<file path="config.mk">
export PLATFORM = sky130hd
export DESIGN_NAME = fai_fault_alarm_regs
export DESIGN_NICKNAME = d
export VERILOG_FILES = /design/src/logic/fai_sync2.v /design/src/logic/fai_fault_alarm_regs.v
export VERILOG_INCLUDE_DIRS = /design/src /design/src/inc
export SDC_FILE = /design/constraint.sdc
export NUM_CORES = 1
export LEC_CHECK = 0
export ABC_AREA = 0
export BUFFER_PORTS_ARGS = -buffer_cell sky130_fd_sc_hd__buf_2
export CAP_MARGIN = 20
export CORE_MARGIN = 1
export CORE_UTILIZATION = 50
export CTS_CLUSTER_SIZE = 14
export DETAILED_ROUTE_END_ITERATION = 10
export GPL_TIMING_DRIVEN = 0
export PLACE_DENSITY = 0.7
export SLEW_MARGIN = 20
export SYNTH_ARGS = -nofsm -noshare
export SYNTH_HDL_FRONTEND = slang
export SYNTH_SLANG_ARGS = --single-unit
</file>
<file path="constraint.sdc">
create_clock -name clk -period 1.2 [get_ports clk]
set_input_delay 0.12 -clock clk [delete_from_list [all_inputs] [get_ports clk]]
set_output_delay 0.12 -clock clk [all_outputs]
set_load 0.1 [all_outputs]
</file>
<file path="src/inc/fai_regs.vh">
`ifndef FAI_REGS_VH
`define FAI_REGS_VH
// register offsets on the host port
`define FAI_ALARM_FLAG_ADDR   8'h0e
`define FAI_EVENT_MASK_ADDR   8'h0f
`define FAI_FAULT_STAT_ADDR   8'h10
`define FAI_FAULT_FLAG_ADDR   8'h11
`define FAI_FAULT_MASK_ADDR   8'h12
`define FAI_MASK_RESET        8'h00
`define FAI_FLAG_RESET        8'h00
// fault bit positions
`define FAI_BATT_OV_BIT       7
`define FAI_BATT_OC_BIT       6
`define FAI_INPUT_OV_BIT      5
`define FAI_INPUT_OC_BIT      4
`define FAI_NEAR_LIMIT_BIT    3
`define FAI_BATT_TEMP_BIT     2
`define FAI_INPUT_TEMP_BIT    1
`define FAI_DIE_TEMP_BIT      0
// near-limit window is 5% of the threshold: value <= thr * 105 / 100
`define FAI_NEAR_PCT          8'h05
`define FAI_THERM_WIDTH       10
`endif

</file>
<file path="src/logic/fai_sync2.v">
`timescale 1ns/1ns
`default_nettype none
module fai_sync2 #(
  parameter WIDTH = 8
) (
  input  wire             clk,
  input  wire             rst_n,
  input  wire [WIDTH-1:0] asyncIn,
  output reg  [WIDTH-1:0] syncOut
);
  reg [WIDTH-1:0] stage1;

  always @(posedge clk or negedge rst_n)
  begin
    if (!rst_n)
    begin
      stage1  <= {WIDTH{1'b0}};
      syncOut <= {WIDTH{1'b0}};
    end
    else
    begin
      stage1  <= asyncIn;
      syncOut <= stage1;
    end
  end
endmodule // fai_sync2
`default_nettype wire

</file>
<file path="src/logic/fai_fault_alarm_regs.v">
`timescale 1ns/1ns
`default_nettype none
`include "fai_regs.vh"
module fai_fault_alarm_regs (
  input  wire        clk,
  input  wire        rst_n,
  input  wire        regReset,
  input  wire        watchdogExpired,
  input  wire [7:0]  regAddr,
  input  wire        regWrite,
  input  wire        regRead,
  input  wire [7:0]  regWdata,
  output reg  [7:0]  regRdata,
  input  wire [7:0]  alarmEvents,
  input  wire        battOvervolt,
  input  wire        battOvercurr,
  input  wire        inputOvervolt,
  input  wire        inputOvercurr,
  input  wire [9:0]  battery_thermistor,
  input  wire [9:0]  input_thermistor,
  input  wire [9:0]  battery_temp_fault_level,
  input  wire [9:0]  input_temp_fault_level,
  input  wire [9:0]  dieTemp,
  input  wire [9:0]  die_temp_alarm_level,
  output wire        irq_n
);
  reg  [7:0] event_interrupt_mask;
  reg  [7:0] fault_mask;
  reg  [7:0] alarm_latched_flags;
  reg  [7:0] fault_latched_flags;
  reg  [7:0] fault_live_status;
  wire [7:0] syncAlarm;
  wire [3:0] syncFault;
  wire       thermistor_near_limit_live;
  wire       rdAlarm;
  wire       rdFault;
  wire       wrEventMask;
  wire       wrFaultMask;
  wire       battTempFault;
  wire       inputTempFault;
  wire       dieTempAlarm;
  wire       alarmPending;
  wire       faultPending;
  reg  [7:0] next_alarmFlags;
  reg  [7:0] next_faultFlags;
  reg        irqLine_n;

  // thermistor voltage falls as temperature rises; near means at most 5% above, or below
  function nearLimit;
    input [9:0] reading;
    input [9:0] level;
    reg   [17:0] lhs;
    reg   [17:0] rhs;
    begin
      lhs = {8'h00, reading} * 18'd100;
      rhs = {8'h00, level} * (18'd100 + {10'h000, `FAI_NEAR_PCT});
      nearLimit = (lhs <= rhs);
    end
  endfunction

  // one strobe qualified by one register address
  function strobeAt;
    input       strobe;
    input [7:0] addr;
    input [7:0] target;
    begin
      strobeAt = strobe && (addr == target);
    end
  endfunction

  // pin-level events come from the analog side, so synchronise them
  fai_sync2 #(.WIDTH(8)) alarmSync (
    .clk     (clk),
    .rst_n   (rst_n),
    .asyncIn (alarmEvents),
    .syncOut (syncAlarm)
  );
  fai_sync2 #(.WIDTH(4)) faultSync (
    .clk     (clk),
    .rst_n   (rst_n),
    .asyncIn ({battOvervolt, battOvercurr, inputOvervolt, inputOvercurr}),
    .syncOut (syncFault)
  );

  assign thermistor_near_limit_live =
    nearLimit(battery_thermistor, battery_temp_fault_level) ||
    nearLimit(input_thermistor, input_temp_fault_level);

  // lower thermistor voltage means hotter, so a fault is a fall below level
  assign battTempFault =
    battery_thermistor < battery_temp_fault_level;
  assign inputTempFault =
    input_thermistor < input_temp_fault_level;
  assign dieTempAlarm = dieTemp > die_temp_alarm_level;

  // converter readings are treated as already in this clock domain
  always @(posedge clk or negedge rst_n)
  begin
    if (!rst_n)
      fault_live_status <= `FAI_FLAG_RESET;
    else if (regReset)
      fault_live_status <= `FAI_FLAG_RESET;
    else
    begin
      fault_live_status[`FAI_BATT_OV_BIT]    <= syncFault[3];
      fault_live_status[`FAI_BATT_OC_BIT]    <= syncFault[2];
      fault_live_status[`FAI_INPUT_OV_BIT]   <= syncFault[1];
      fault_live_status[`FAI_INPUT_OC_BIT]   <= syncFault[0];
      fault_live_status[`FAI_NEAR_LIMIT_BIT] <= thermistor_near_limit_live;
      fault_live_status[`FAI_BATT_TEMP_BIT]  <= battTempFault;
      fault_live_status[`FAI_INPUT_TEMP_BIT] <= inputTempFault;
      fault_live_status[`FAI_DIE_TEMP_BIT]   <= dieTempAlarm;
    end
  end

  assign rdAlarm     = strobeAt(regRead, regAddr, `FAI_ALARM_FLAG_ADDR);
  assign rdFault     = strobeAt(regRead, regAddr, `FAI_FAULT_FLAG_ADDR);
  // writes to flag and status offsets fall through and are ignored
  assign wrEventMask = strobeAt(regWrite, regAddr, `FAI_EVENT_MASK_ADDR);
  assign wrFaultMask = strobeAt(regWrite, regAddr, `FAI_FAULT_MASK_ADDR);

  // masks: watchdog expiry is deliberately not a reset source here
  always @(posedge clk or negedge rst_n)
  begin
    if (!rst_n)
    begin
      event_interrupt_mask <= `FAI_MASK_RESET;
      fault_mask           <= `FAI_MASK_RESET;
    end
    else if (regReset)
    begin
      event_interrupt_mask <= `FAI_MASK_RESET;
      fault_mask           <= `FAI_MASK_RESET;
    end
    else
    begin
      if (wrEventMask)
        event_interrupt_mask <= regWdata;
      if (wrFaultMask)
        fault_mask <= regWdata;
    end
  end

  // set beats clear so a same-cycle event survives the read
  always @*
  begin
    next_alarmFlags = rdAlarm ? 8'h00 : alarm_latched_flags;
    next_alarmFlags = next_alarmFlags | syncAlarm;
    next_faultFlags = rdFault ? 8'h00 : fault_latched_flags;
    next_faultFlags = next_faultFlags | fault_live_status;
  end

  always @(posedge clk or negedge rst_n)
  begin
    if (!rst_n)
    begin
      alarm_latched_flags <= `FAI_FLAG_RESET;
      fault_latched_flags <= `FAI_FLAG_RESET;
    end
    else if (regReset)
    begin
      alarm_latched_flags <= `FAI_FLAG_RESET;
      fault_latched_flags <= `FAI_FLAG_RESET;
    end
    else
    begin
      alarm_latched_flags <= next_alarmFlags;
      fault_latched_flags <= next_faultFlags;
    end
  end

  // read data registered: answer one cycle after the read strobe
  always @(posedge clk or negedge rst_n)
  begin
    if (!rst_n)
      regRdata <= 8'h00;
    else if (regRead)
    begin
      case (regAddr)
        `FAI_ALARM_FLAG_ADDR: regRdata <= alarm_latched_flags;
        `FAI_EVENT_MASK_ADDR: regRdata <= event_interrupt_mask;
        `FAI_FAULT_STAT_ADDR: regRdata <= fault_live_status;
        `FAI_FAULT_FLAG_ADDR: regRdata <= fault_latched_flags;
        `FAI_FAULT_MASK_ADDR: regRdata <= fault_mask;
        default:              regRdata <= 8'h00;
      endcase
    end
  end

  assign alarmPending =
    |(alarm_latched_flags & ~event_interrupt_mask);
  assign faultPending = |(fault_latched_flags & ~fault_mask);

  // registered so the pin cannot glitch while flags and masks update;
  // the cost is one cycle of extra latency from flag to pin
  always @(posedge clk or negedge rst_n)
  begin
    if (!rst_n)
      irqLine_n <= 1'b1;
    else
      irqLine_n <= ~(alarmPending | faultPending);
  end

  assign irq_n = irqLine_n;
endmodule // fai_fault_alarm_regs
`default_nettype wire

</file>
==> impl_metrics.toml <==
[floorplan]
core_um2 = 16600
ios = 103
die_area_um2 = 17700
rows = 47
initial_core_util = 0.515
die_w_um = 133
die_y_um = 133

[power]
p_seq_frac = 0.197
power.switching_fraction = 0.419
irDropWorstVdd_v = 0.000738
leakage_nw = 5.39
pwr-share-comb = 0.623
pwr_density_cell_nw_per_um2 = 1290
power_mw = 13.8
switchingPower_mw = 5.77
p_int_mw = 8.01
power_frac_clock = 0.180

[sta]
slew_violations = 0
min_period_ns = 4.20
finalCritPeriodShare = 3.50
fmax_mhz = 238
tightestPinTransition_ns = 0.636
max_slew_margin = 0.576
fin_skew_ns = 0.00375
setup_violations = 22
setup_ws_ns = -3.00
rsz0062_at_grt = "yes"
fin_hold_ws_ns = 0.0558
hold_violations = 0

[placed_design]
placed_area_um2 = 9600
dp_slack_ns = -3.66
gp_congestion = 0.832
dp.final_hpwl_um = 15500
numPortBuffers = 98

[synthesis]
syn_nets = 1284
synth.yosys.seq_area_share = 0.213
synth_edf_count = 0
yosysWarnings = 0
ys_types = 55
syn_inst = 939
synth_seq_cells = 73
avgSynthCellArea_um2 = 9.13
synthFlopType = "dfrtp_1"
synthArstFlopShare = 1.00
syn_area_um2 = 8570

[grt]
grt_util_all_layers = 0.228
antenna_found_initial = 0
grt_max_degree = 52
grt_pass1_wl_um = 32800
grt_overflow = 0
grt_pass1_vias = 7001

[final_layout]
area_delta_synth_final_pct = 24.4
layout_commonest_cell = "ha_1"
num-fill-cells = 1378
multi_input_area_um2 = 6660
drive_above_1_share = 0.229
antennaDiodeCount = 0
layout.area.seq_um2 = 1830
nets = 1432
most-common-layout-cells = "ha_1, inv_1, buf_2"
stdcell_area_um2 = 10700

[cts]
cts_buffers = 9
clock_latency_ns = 0.33
cts.sinks = 73
cts_buffer_depth = 2
cts_tree = "yes"
ctsHtreeMaxLevel = 3
clk_pin_slew_ns = 0.05
clock-root-buffer = "clkbuf_16"

[job]
max_cap_violations = 0

[worst_setup_path]
endpoint_kind = "flip-flop"
start_kind = "input pin"
r2r_slack_ns = 0.01
crit_end = "fault_live_status[3]"
cp_max_fo = 4
worstSetupStartpoint = "battery_temp_fault_level[4]"
r2r-end = "regRdata[2]"
critPathRequiredTime_ns = 1.40
ff2ff_path_depth = 2
worstPathArrival_ns = 4.40
timing.rr.start = "alarm_latched_flags[2]"
critPathKind = "in2reg"

[outcome]
violations = "negative setup slack"
outcome = "finished with violations"

[detailed_routing]
antenna_left = 0
drtPass1Iterations = 5
wl_per_cell_um = 15.2
via_per_inst = 5.54
vias = 7265
drt-initial-drc-count = 403
drc = 0
wl_um = 20000

[hold_path]
hold_path.class = "in2reg"
-- power groups by stage --
| stage | logic, mW | clock network (mW) | registers (mW) |
|---|---|---|---|
| after global placement | 7.58 | 0 | 2.75 |
| after detailed placement | 7.80 | 0 | 2.76 |
| after floorplan | 5.91 | 0 | 2.87 |
| final | 8.58 | 2.48 | 2.72 |
| after global routing | 9.80 | 2.59 | 2.74 |
| after CTS | 8.37 | 2.49 | 2.72 |
-- what timing repair did --
| action | CTS | global route |
|---|---|---|
| buffers inserted | 14 | 11 |
| pin swaps | 44 | 33 |
| cloned | 2 | 0 |
| hold buffers | 13 | 0 |
| endpoints found under the setup margin | 50 | 44 |
| resized for setup | 65 | 51 |
| endpoints found under the hold margin | 34 | 0 |
-- area by class of cell --
type,instances,area share
timing repair buffer,139,0.0921
multi-input combinational,697,0.625
clock inverter,2,0.00117
buffer,10,0.00481
inverter,157,0.0552
tap,220,0.0258
sequential,73,0.171
clock buffer,14,0.0248
-- flip-flops by register name, summed over array words and instances (netlist names) --
signal                cells
faultSync.syncOut         4
fault_mask                8
irq_n                     1
alarmSync.stage1          8
regRdata                  8
faultSync.stage1          4
fault_live_status         8
event_interrupt_mask      8
alarmSync.syncOut         8
alarm_latched_flags       8
fault_latched_flags       8
-- cell usage after synthesis, drive strengths merged (3+ instances only) --
cell,instances,area [um^2]
nor3b,3,22.5
o22ai,6,37.5
inv,157,589
xor2,13,114
nor4,9,86.3
o21a,7,52.6
or4,4,30.0
o2111ai,7,61.3
nor2b,14,87.6
nand4,10,62.6
or3,3,18.8
nand2b,10,62.6
a222oi,8,80.1
buf,3,26.3
nor3,20,134
nand2,42,160
and3,9,56.3
a2111oi,6,52.6
a22oi,8,60.1
nand3,37,185
fa,30,601
dfrtp,72,1800
a211oi,4,30.0
xnor2,25,219
a21oi,71,355
o211a,4,40.0
nor2,53,199
and2,5,31.3
o21ai,16,80.1
ha,221,2770
o311ai,3,26.3
a31oi,10,62.6
o211ai,7,52.6
clkbuf,9,33.8
a21o,9,67.6
-- worst max-delay path: stages --
cell and delay, ns:
buf_4 0.14, ha_4 0.26, fa_1 0.41, ha_1 0.29, inv_1 0.04, fa_1 0.47
inv_1 0.04, ha_2 0.18, or3_1 0.38, o211ai_1 0.25, nor4b_4 0.25, a311oi_2 0.08
ha_1 0.34, buf_4 0.11, nand4_1 0.14, or4_4 0.47, a31oi_2 0.19, or4b_4 0.16
o211ai_1 0.07
-- stage by stage --
stage / TNS [ns] / util / std cells
final: -3.83 / 0.641 / 1312
after global routing: -4.88 / 0.641 / 1312
after CTS: -3.36 / 0.626 / 1302
after detailed placement: -26.55 / 0.577 / 1258
after global placement: -54.39 / 0.575 / 1257
after floorplan: -11.18 / - / 939
-- how the worst min path moves through the flow --
stage | start | end | cells past startpoint
after floorplan | rst_n | alarmSync.stage1[0] | 0
after global routing | regWdata[3] | fault_mask[3] | 3
after detailed placement | rst_n | event_interrupt_mask[0] | 1
after CTS | regWdata[4] | event_interrupt_mask[4] | 3
final | regWdata[4] | event_interrupt_mask[4] | 3
after global placement | alarmEvents[5] | alarmSync.stage1[5] | 1
-- per-layer routing --
metal  up-vias  track usage  part of all wire
met1      3404        0.299              0.46
li1       3618            -                 -
met4         0       0.0619             0.018
met2       211        0.393              0.48
met3        32       0.0310             0.048
met5         -            0                 0
-- cell families (layout without fill, tap and decap cells) --
| group | count (synthesis) | after routing | share of synthesized area |
|---|---|---|---|
| AO/OA/AOI/OAI | 181 | 181 | 0.139 |
| buffers and inverters | 169 | 322 | 0.0757 |
| flip-flops | 73 | 73 | 0.213 |
| multiplexers | 1 | 1 | 0.00117 |
| XOR/XNOR | 38 | 38 | 0.0388 |
| AND/OR/NAND/NOR | 226 | 226 | 0.139 |
| adder cells (fa/ha/maj) | 251 | 251 | 0.393 |
No activity file was read; power rests on OpenSTA's default activity.
